[config.mk]
export PLATFORM = sky130hd
export DESIGN_NAME = srw_top
export DESIGN_NICKNAME = d
export VERILOG_FILES = /design/src/design/srw_pkg.sv /design/src/design/srw_sync.sv /design/src/design/srw_top.sv
export SDC_FILE = /design/constraint.sdc
export NUM_CORES = 1
export LEC_CHECK = 0
export ABC_AREA = 1
export BUFFER_PORTS_ARGS = -buffer_cell sky130_fd_sc_hd__buf_2
export CAP_MARGIN = 10
export CELL_PAD_IN_SITES_DETAIL_PLACEMENT = 1
export CELL_PAD_IN_SITES_GLOBAL_PLACEMENT = 2
export CORE_MARGIN = 4
export CORE_UTILIZATION = 36
export CTS_CLUSTER_DIAMETER = 100
export DETAILED_ROUTE_END_ITERATION = 7
export PLACE_DENSITY_LB_ADDON = 0.25
export SLEW_MARGIN = 10
export SYNTH_ARGS = -nofsm -noshare
export SYNTH_HDL_FRONTEND = slang
export SYNTH_SLANG_ARGS = --single-unit
[constraint.sdc]
create_clock -name clk -period 5.4 [get_ports clk]
set_input_delay 0.54 -clock clk [delete_from_list [all_inputs] [get_ports clk]]
set_output_delay 0.54 -clock clk [all_outputs]
set_load 0.01 [all_outputs]
[src/design/srw_pkg.sv]
package srw_pkg;
  // ----------------------------------------
  // Timing
  // ----------------------------------------
  localparam int unsigned CLK_MHZ = 125;
  localparam int unsigned HOLD_MS_00 = 50;
  localparam int unsigned HOLD_MS_01 = 200;
  localparam int unsigned HOLD_MS_10 = 400;
  localparam int unsigned HOLD_MS_11 = 800;
  localparam int unsigned WDOG_MS_00 = 1400;
  localparam int unsigned WDOG_MS_01 = 200;
  localparam int unsigned WDOG_MS_10 = 25;
  localparam int unsigned CYC_PER_MS = CLK_MHZ * 1000;
  localparam int unsigned DEBOUNCE_US = 10;
  localparam int unsigned DEBOUNCE_CYC = DEBOUNCE_US * CLK_MHZ;
  localparam int unsigned CNT_W = 32;
  // ----------------------------------------
  // APB register map
  // ----------------------------------------
  localparam logic [7:0] CTRL_OFS = 8'h00;
  localparam logic [7:0] STAT_OFS = 8'h04;
  localparam logic [7:0] IRQ_STAT_OFS = 8'h08;
  localparam logic [7:0] IRQ_MASK_OFS = 8'h0C;
  // Control layout: hold select, watchdog select
  localparam int unsigned CTRL_HOLD_LSB = 0;
  localparam int unsigned CTRL_WDOG_LSB = 2;
  localparam logic [1:0] HOLD_SEL_RST = 2'h1;
  localparam logic [1:0] WDOG_SEL_RST = 2'h3;
  localparam logic [1:0] WDOG_OFF = 2'h3;
  // Event bits: reset, low supply, fail2, fail3, timeout
  localparam int unsigned EV_W = 5;
  localparam int unsigned EV_RST = 0;
  localparam int unsigned EV_LOW = 1;
  localparam int unsigned EV_F2 = 2;
  localparam int unsigned EV_F3 = 3;
  localparam int unsigned EV_WDT = 4;
endpackage : srw_pkg

[src/design/srw_sync.sv]
`timescale 1ns/1ps
`default_nettype none
module srw_sync #(
  parameter int W = 1,
  parameter logic [W-1:0] RST_VAL = '0
) (
  input wire logic clk,
  input wire logic rst,
  input wire logic [W-1:0] din,
  output logic [W-1:0] dout
);
  logic [W-1:0] meta_q;
  always_ff @(posedge clk)
  begin
    if (rst)
    begin
      meta_q <= RST_VAL;
      dout <= RST_VAL;
    end
    else
    begin
      meta_q <= din;
      dout <= meta_q;
    end
  end
endmodule : srw_sync
`default_nettype wire

[src/design/srw_top.sv]
// Contract
// Write-protect high refuses every register write.
// Third fail output low while third voltage under threshold, no delay.
// Watchdog timeout output active low on expiry without restart.
// Reset held at power-on until supply good for hold time.
// Manual reset holds reset, then a further hold time after release.
// Supply drop asserts reset until good for hold time.
// Second fail output asserted while second voltage under threshold.
// Early low output follows primary supply without hold delay.
// Any bus read or write sequence restarts the watchdog.
// Start, clock low, clock high, stop is minimum restart sequence.
// Two control bits select watchdog period; host may change them.
// Period codes 1.4s, 200ms, 25ms, disabled (default 11).
// Hold codes 50ms, 200ms default, 400ms, 800ms.
// Data fall during clock fall then stop restarts watchdog; code needs data fall while clock high, then a clock fall, then stop.
// Comparators and manual reset synchronised; manual reset debounced.
// Counters on internal clock restart when condition lost.
`timescale 1ns/1ps
`default_nettype none
module srw_top #(
  parameter int unsigned HOLD_CYC_00 = srw_pkg::HOLD_MS_00 * srw_pkg::CYC_PER_MS,
  parameter int unsigned HOLD_CYC_01 = srw_pkg::HOLD_MS_01 * srw_pkg::CYC_PER_MS,
  parameter int unsigned HOLD_CYC_10 = srw_pkg::HOLD_MS_10 * srw_pkg::CYC_PER_MS,
  parameter int unsigned HOLD_CYC_11 = srw_pkg::HOLD_MS_11 * srw_pkg::CYC_PER_MS,
  parameter int unsigned WDOG_CYC_00 = srw_pkg::WDOG_MS_00 * srw_pkg::CYC_PER_MS,
  parameter int unsigned WDOG_CYC_01 = srw_pkg::WDOG_MS_01 * srw_pkg::CYC_PER_MS,
  parameter int unsigned WDOG_CYC_10 = srw_pkg::WDOG_MS_10 * srw_pkg::CYC_PER_MS,
  parameter int unsigned DEB_CYC = srw_pkg::DEBOUNCE_CYC
) (
  input wire logic clk,
  input wire logic rst,
  input wire logic psel,
  input wire logic penable,
  input wire logic pwrite,
  input wire logic [7:0] paddr,
  input wire logic [31:0] pwdata,
  output logic [31:0] prdata,
  output logic pready,
  output logic pslverr,
  input wire logic write_protect_in,
  input wire logic primary_above_in,
  input wire logic second_above_in,
  input wire logic third_above_in,
  input wire logic manual_reset_in_n,
  input wire logic scl_in,
  input wire logic sda_in,
  output logic system_reset_out,
  output logic early_low_supply_out_n,
  output logic second_fail_out_n,
  output logic third_fail_out_n,
  output logic watchdog_timeout_out_n,
  output logic irq
);
  localparam int unsigned CW = srw_pkg::CNT_W;
  // ----------------------------------------
  // Input synchronisers
  // ----------------------------------------
  // Idle levels: manual reset and bus lines high, no false edge after reset
  localparam logic [5:0] SYNC_IDLE = 6'h07;
  logic [5:0] sync_s;
  logic pri_s, sec_s, thr_s, mr_raw_s, scl_s, sda_s;
  // sync inputs
  srw_sync #(.W(6), .RST_VAL(SYNC_IDLE)) u_sync (
    .clk(clk),
    .rst(rst),
    .din({primary_above_in, second_above_in, third_above_in, manual_reset_in_n,
          scl_in, sda_in}),
    .dout(sync_s)
  );
  assign {pri_s, sec_s, thr_s, mr_raw_s, scl_s, sda_s} = sync_s;

  // ----------------------------------------
  // Manual reset debounce
  // ----------------------------------------
  logic mr_n_q;
  logic [CW-1:0] deb_q;
  // debounce
  always_ff @(posedge clk)
  begin
    if (rst)
    begin
      mr_n_q <= 1'b1;
      deb_q <= '0;
    end
    else if (mr_raw_s == mr_n_q)
      deb_q <= '0;
    else if (deb_q >= DEB_CYC - 1)
    begin
      mr_n_q <= mr_raw_s;
      deb_q <= '0;
    end
    else
      deb_q <= deb_q + 1'b1;
  end

  // ----------------------------------------
  // Registers
  // ----------------------------------------
  logic [1:0] hold_sel_q, wdog_sel_q;
  logic [srw_pkg::EV_W-1:0] ev_stat_q, ev_mask_q, ev_set;
  logic wr_en, rd_en;
  assign pready = 1'b1;
  assign wr_en = psel && penable && pwrite;
  assign rd_en = psel && penable && !pwrite;
  assign pslverr = psel && penable && (paddr != srw_pkg::CTRL_OFS)
    && (paddr != srw_pkg::STAT_OFS) && (paddr != srw_pkg::IRQ_STAT_OFS)
    && (paddr != srw_pkg::IRQ_MASK_OFS);

  // selects writable by host
  always_ff @(posedge clk)
  begin
    if (rst)
    begin
      hold_sel_q <= srw_pkg::HOLD_SEL_RST;
      wdog_sel_q <= srw_pkg::WDOG_SEL_RST;
      ev_mask_q <= '0;
    end
    // write protect
    else if (wr_en && !write_protect_in)
    begin
      if (paddr == srw_pkg::CTRL_OFS)
      begin
        hold_sel_q <= pwdata[srw_pkg::CTRL_HOLD_LSB +: 2];
        wdog_sel_q <= pwdata[srw_pkg::CTRL_WDOG_LSB +: 2];
      end
      if (paddr == srw_pkg::IRQ_MASK_OFS)
        ev_mask_q <= pwdata[srw_pkg::EV_W-1:0];
    end
  end

  // Sticky events; set wins over clear
  always_ff @(posedge clk)
  begin
    if (rst)
      ev_stat_q <= '0;
    else if (wr_en && !write_protect_in && paddr == srw_pkg::IRQ_STAT_OFS)
      ev_stat_q <= (ev_stat_q & ~pwdata[srw_pkg::EV_W-1:0]) | ev_set;
    else
      ev_stat_q <= ev_stat_q | ev_set;
  end

  always_ff @(posedge clk)
  begin
    if (rst)
      irq <= 1'b0;
    else
      irq <= |(ev_stat_q & ev_mask_q);
  end

  always_ff @(posedge clk)
  begin
    if (rst)
      prdata <= '0;
    else if (psel && !penable && !pwrite)
    begin
      case (paddr)
        srw_pkg::CTRL_OFS: prdata <= {28'h0, wdog_sel_q, hold_sel_q};
        srw_pkg::STAT_OFS: prdata <= {26'h0, write_protect_in, !watchdog_timeout_out_n,
          !third_fail_out_n, !second_fail_out_n, !early_low_supply_out_n, system_reset_out};
        srw_pkg::IRQ_STAT_OFS: prdata <= {27'h0, ev_stat_q};
        srw_pkg::IRQ_MASK_OFS: prdata <= {27'h0, ev_mask_q};
        default: prdata <= '0;
      endcase
    end
  end

  // ----------------------------------------
  // Reset hold
  // ----------------------------------------
  logic [CW-1:0] hold_q, hold_lim;
  logic rst_cond;
  // hold encoding
  always_comb
  begin
    case (hold_sel_q)
      2'h0: hold_lim = CW'(HOLD_CYC_00);
      2'h1: hold_lim = CW'(HOLD_CYC_01);
      2'h2: hold_lim = CW'(HOLD_CYC_10);
      default: hold_lim = CW'(HOLD_CYC_11);
    endcase
  end
  assign rst_cond = !pri_s || !mr_n_q;

  // power-on hold
  // manual reset hold
  // supply drop hold
  // restart when lost
  always_ff @(posedge clk)
  begin
    if (rst)
    begin
      hold_q <= '0;
      system_reset_out <= 1'b1;
    end
    else if (rst_cond)
    begin
      hold_q <= '0;
      system_reset_out <= 1'b1;
    end
    else if (system_reset_out)
    begin
      if (hold_q >= hold_lim - 1'b1)
        system_reset_out <= 1'b0;
      else
        hold_q <= hold_q + 1'b1;
    end
    else
      hold_q <= '0;
  end

  // ----------------------------------------
  // Direct monitor outputs
  // ----------------------------------------
  // third fail
  // second fail
  // early low
  always_ff @(posedge clk)
  begin
    if (rst)
    begin
      early_low_supply_out_n <= 1'b0;
      second_fail_out_n <= 1'b0;
      third_fail_out_n <= 1'b0;
    end
    else
    begin
      early_low_supply_out_n <= pri_s;
      second_fail_out_n <= sec_s;
      third_fail_out_n <= thr_s;
    end
  end

  // ----------------------------------------
  // Bus activity detect
  // ----------------------------------------
  typedef enum logic [2:0] {
    BUS_IDLE = 3'b001,
    BUS_STARTED = 3'b010,
    BUS_CLOCKED = 3'b100
  } srw_bus_t;
  srw_bus_t bus_q;
  logic scl_q, sda_q, start_ev, stop_ev, kick;
  always_ff @(posedge clk)
  begin
    if (rst)
    begin
      scl_q <= 1'b1;
      sda_q <= 1'b1;
    end
    else
    begin
      scl_q <= scl_s;
      sda_q <= sda_s;
    end
  end
  assign start_ev = scl_s && scl_q && sda_q && !sda_s;
  assign stop_ev = scl_s && scl_q && !sda_q && sda_s;

  // any transfer
  // minimum sequence
  // start, clock, stop
  always_ff @(posedge clk)
  begin
    if (rst)
      bus_q <= BUS_IDLE;
    else
    begin
      case (bus_q)
        BUS_IDLE: if (start_ev) bus_q <= BUS_STARTED;
        BUS_STARTED: if (scl_q && !scl_s) bus_q <= BUS_CLOCKED;
        BUS_CLOCKED:
        begin
          if (stop_ev)
            bus_q <= BUS_IDLE;
          else if (start_ev)
            bus_q <= BUS_STARTED;
        end
        default: bus_q <= BUS_IDLE;
      endcase
    end
  end
  assign kick = (bus_q == BUS_CLOCKED) && stop_ev;

  // ----------------------------------------
  // Watchdog
  // ----------------------------------------
  logic [CW-1:0] wd_q, wd_lim;
  // period encoding
  always_comb
  begin
    case (wdog_sel_q)
      2'h0: wd_lim = CW'(WDOG_CYC_00);
      2'h1: wd_lim = CW'(WDOG_CYC_01);
      default: wd_lim = CW'(WDOG_CYC_10);
    endcase
  end

  // timeout output
  // restart on kick
  always_ff @(posedge clk)
  begin
    if (rst)
    begin
      wd_q <= '0;
      watchdog_timeout_out_n <= 1'b1;
    end
    else if (kick || wdog_sel_q == srw_pkg::WDOG_OFF || system_reset_out)
    begin
      wd_q <= '0;
      watchdog_timeout_out_n <= 1'b1;
    end
    else if (wd_q >= wd_lim - 1'b1)
      watchdog_timeout_out_n <= 1'b0;
    else
      wd_q <= wd_q + 1'b1;
  end

  always_comb
  begin
    ev_set = '0;
    ev_set[srw_pkg::EV_RST] = rst_cond && !system_reset_out;
    ev_set[srw_pkg::EV_LOW] = !pri_s && early_low_supply_out_n;
    ev_set[srw_pkg::EV_F2] = !sec_s && second_fail_out_n;
    ev_set[srw_pkg::EV_F3] = !thr_s && third_fail_out_n;
    ev_set[srw_pkg::EV_WDT] = (wd_q >= wd_lim - 1'b1) && watchdog_timeout_out_n
      && !kick && wdog_sel_q != srw_pkg::WDOG_OFF && !system_reset_out;
  end
endmodule : srw_top
`default_nettype wire

======== Word level (Yosys, flattened, before mapping) ========
Cells that the tools add are included.
Widths: inputs -> output; s select.
operators by class
  divide/modulo/power cells ............... 0
  shift-type cells ........................ 0
  muxes and demuxes ....................... 10
  multiply operators ...................... 0
  bitwise operators ....................... 7
  reductions and logical operators ........ 56
  $add $sub $neg .......................... 5
  magnitude comparators ................... 3
  equal/unequal tests ..................... 16
operators by type and width
  kind                   number
  $add 32x1->32 const B  3
  $pmux 27 s3            1
  $ge 32x32->1           2
  $sub 32x1->32 const B  2
  $pmux 28 s2            1
  $ge 32x11->1 const B   1
  $logic_and 1x1->1      25
  $pmux 6 s4             1
  $eq 8x4->1 const B     2
  $logic_not 1->1        16
  $ne 8x4->1 const B     2
  $and 5x5->5            2
  $or 5x5->5             2
  $mux 3                 3
  $pmux 3 s3             1
  $eq 8x3->1 const B     1
  $logic_not 8->1        1
  $ne 8x3->1 const B     1
  $reduce_bool 8->1      1
  $reduce_and 2->1       3
  $reduce_or 3->1        2
  $mux 5                 1
  $not 5->5              1
  $reduce_or 5->1        1
  other kinds (12)       21
storage, ports and cells
  output and inout bits ................... 40
  memories kept ........................... 0
  logic and storage cells ................. 117
  bits in registers ....................... 166
  latch bits .............................. 0
  memory bits (writable) .................. 0
  memory bits (read-only) ................. 0
  bits of input ports ..................... 52

======== Logic depth before layout (Yosys ltp) ========
  depth in word-level cells ............... 10
  depth in mapped cells ................... 16
  mapped depth without buffers ............ 14

======== By module ========
Synthesis repeated with hierarchy kept, for this count alone.
unflattened totals
  cells, all modules ...................... 1145
  area, all modules ....................... 7960.1 µm²
by module, submodules not included
  module    cells an instance  times used  area an instance (µm²)  sequential area each (µm²)
  srw_top   1108               1           7626.1                  2562.5
  srw_sync  37                 1           334.1                   240.2

======== Least setup slack after synthesis ========
No wires, ideal clock.
  path type ............................... register -> register
  from .................................... register hold_sel_q[0]
  to ...................................... register hold_q[17]
  path buffers ............................ 2
  cell stages (with the launch flop) ...... 14
  data required time ...................... 5.330 ns
  slack ................................... 3.131 ns
  data arrival time ....................... 2.199 ns
  period minus slack after synthesis ...... 2.269 ns
  library setup time ...................... 0.070 ns
  cell sequence ........................... dfxtp_1 -> inv_1 -> ha_1 -> o21ai_0 -> ha_1 -> a21oi_1 -> o21ai_0 -> a21oi_1 -> nand2_1 -> nand2_2 -> buf_6 -> buf_6 -> nand3_1 -> a21oi_2
on the way
  word-level cells in the longest chain between the ends .. 4
  elaborated cells between the ends (all ways) .. 6
  those cells by class .................... 1 x add/sub; 1 x order compare; 2 x eq/ne; 1 x mux; 1 x reduce/logical
ends and longest elaborated chain
  item                                      RTL line        RTL
  from (decl)                               srw_top.sv:99   logic [1:0] hold_sel_q, wdog_sel_q;
  from (signal assigned)                    srw_top.sv:114  hold_sel_q <= srw_pkg::HOLD_SEL_RST;
  from (signal assigned)                    srw_top.sv:123  hold_sel_q <= pwdata[srw_pkg::CTRL_HOLD_LSB +: 2];
  $eq 2x2->1, or another cell as far along  srw_top.sv:175  case (hold_sel_q)
  $pmux 27 s3 *                             srw_top.sv:175
  $sub 32x1->32 *                           srw_top.sv:202  if (hold_q >= hold_lim - 1'b1)
  $ge 32x32->1 *                            srw_top.sv:202
  to (signal assigned)                      srw_top.sv:205  hold_q <= hold_q + 1'b1;
  to (decl)                                 srw_top.sv:170  logic [CW-1:0] hold_q, hold_lim;
Mark *: on every way between the ends. The rest lies on a longest branch, timed or not.
A chain may end at the register's enable or synchronous reset.

======== Worst setup path in the final report ========
  from .................................... register hold_sel_q[0]
  to ...................................... register hold_q[18]
The elaborated chain is that of the path after synthesis.

==> reports/metrics.csv <==
metric,value,unit
grt_overflow,0,
power_per_cell_area,249,nW/µm²
synth_area_per_cell,7.20,µm²
finalClockSkew,14.3,ps
path_cells,"inv_1, ha_1, o21ai_0, ha_1, a21oi_1, o21ai_0, a21oi_1, nand2_1, nand2_2, nand2_4, nand2_1, a21oi_2",
worstHoldPathType,primary input to register,
dp_hpwl,15700,µm
cts_buffers,17,
grt_pass1_wl,36200,µm
first_iter_violations,307,
clock_sinks,140,
die_h,159,µm
postCtsHoldBufs,0,
drv_cap,0,
drc_errors,0,
wirelength,21400,µm
num_rows,54,
buffer_ports.inserted,37,
layout_min_cycle_time,3310,ps
max_freq,0.302,GHz
diodes,0,
cts_tree,built,
setup-tns-final,0,ps
initial_utilization,37.1,%
relSlewSlack,26.4,%
cpMaxStageDelayCell,nand2_2,
hold_viol_final,0,
ant_nets,0,
cts_buffer_depth,2,
r2r_slack,2090,ps
grt_max_degree,35,
synth.area.top_cells,"dfxtp_1 34%, nand2_1 13%, ha_1 7.5%",
crit_required,5690,ps
slew_violations,0,
tightest_slew,1100,ps
synth.ff_latch_count,140,
cts_setup_buffers,0,
root_buffer,clkbuf_16,
yosys.cell_types.count,42,
die_x,159,µm
finalSetupViolations,0,
rsz0062_at_grt,no,
syn_to_final_growth,9.95,%
core_area,22100,µm²
crit_type,register to register,
slowest_delay,620,ps
postSynthCellCount,1139,
wl_per_cell,14.5,µm
cts.clk_slew.worst_paths,60,ps
die_area,25200,µm²
fill_cells,2794,
seq_area,2800,µm²
multi_input_area,4660,µm²
period_share,61.3,%
cp.buffers_inverters,1,
drt-pass1-iter-count,4,
status,completed,
yosys_warnings,0,
cts_resized,0,
viasPerCell,4.85,
place.gp.congestion,0.813,
num_io_pins,92,
cp_max_fo,29,
path_delay_family,simple AND/OR/NAND/NOR gates,
num_vias,7164,
h-tree-depth,4,
antenna_found_initial,0,
insertion_delay,430,ps
p_leak,3.61,nW
netlist_area,8200,µm²
yosysSeqAreaShare,34.2,%
ir_worst_vdd,168,µV
grtUsageTotal,17.1,%
end_kind,register,
cp-start-kind,register,
nNetsFinal,1287,
drive_gt1_share,11.9,%
critPathArrivalTime,3600,ps
grt_pass1_vias,7315,
netlist.area_leader.share,34.2,%
synth_top_area_cell,dfxtp_1,
finalPower,0.00225,W
-- area by class of cell --
class / instances / area share [%]
Multi-Input combinational cell: 868 / 51.7
Clock inverter: 13 / 1.31
Sequential cell: 140 / 31.1
Inverter: 118 / 4.92
Clock buffer: 17 / 4.72
Tap cell: 280 / 3.89
Timing Repair Buffer: 41 / 2.39
-- worst paths after layout --
| check | start | end | cells past startpoint |
|---|---|---|---|
| hold reg to reg | u_sync.meta_q[5]$_SDFF_PP0_ | u_sync.dout[5]$_SDFF_PP0_ | 2 |
| setup / recovery | hold_sel_q[0]$_SDFFE_PP1P_ | hold_q[18]$_SDFFE_PP0N_ | 12 |
| hold / removal | scl_in | u_sync.meta_q[1]$_SDFF_PP1_ | 2 |
| setup reg to reg | hold_sel_q[0]$_SDFFE_PP1P_ | hold_q[18]$_SDFFE_PP0N_ | 12 |
-- per-stage QoR --
stage	cells	worst slack [ps]	hold WS [ps]	util (%)	area [µm²]
4_1_cts	1477	2010	279	40.8	9010
5_1_grt	1477	1720	273	40.8	9010
2_1_floorplan	1187	3130	388	-	8380
6_report	1477	2090	296	40.8	9010
3_5_place_dp	1447	2020	398	38.3	8470
3_3_place_gp	1447	2090	391	38.3	8470
-- cell usage after synthesis, drive strengths merged --
cell type / count
a22o: 1
a31o: 1
nand3: 100
ha: 49
nor2: 129
xor2: 32
o21a: 1
xnor2: 10
nand2: 292
clkbuf: 12
or2: 6
conb: 2
o221ai: 1
nor4: 6
dfxtp: 140
o21bai: 3
inv: 117
a221oi: 1
buf: 49
o21ai: 22
o31ai: 1
o211ai: 5
clkinv: 1
nor3: 38
nand3b: 11
a21oi: 87
a211oi: 5
nand4: 17
-- power by group --
group,internal [W],switching (W)
Sequential,0.00105,0.00000866
Clock,0.000631,0.000488
Combinational,0.0000220,0.0000465
-- flip-flops by register name, summed over array words and instances (netlist names), 2 cells and up --
name           cells
hold_q            32
prdata             6
u_sync.dout        6
u_sync.meta_q      6
hold_sel_q         2
ev_stat_q          5
deb_q             32
bus_q              3
ev_mask_q          5
wd_q              32
wdog_sel_q         2
-- metal layers --
layer	up-vias	routed length, µm	track usage (%)	part of all wire, %
met5	-	0	0	0
li1	3702	-	-	-
met4	0	207	3.91	0.97
met3	18	434	2.88	2.0
met1	3391	10900	23.1	51
met2	53	9870	28.8	46
-- kinds of logic after synthesis --
family                     Yosys count  synth area share [%]
and+or+nand+nor                    599                  33.0
buffers and inverters              179                  11.2
DFF                                140                  34.2
AOI/OAI and AO/OA                  128                  9.47
adders and majority gates           49                  7.48
xor gates and xnor gates            42                  4.49
other                                2                0.0916
-- layout by cell type, fill, tap and decap left out, drive strengths merged, types with 22 or more instances in the layout --
| cell | instances |
|---|---|
| nand2 | 292 |
| dfxtp | 140 |
| nor2 | 129 |
| inv | 121 |
| nand3 | 100 |
| a21oi | 87 |
| conb | 50 |
| ha | 49 |
| buf | 41 |
| nor3 | 38 |
| xor2 | 32 |
| o21ai | 22 |
(Power assumes the default switching activity.)
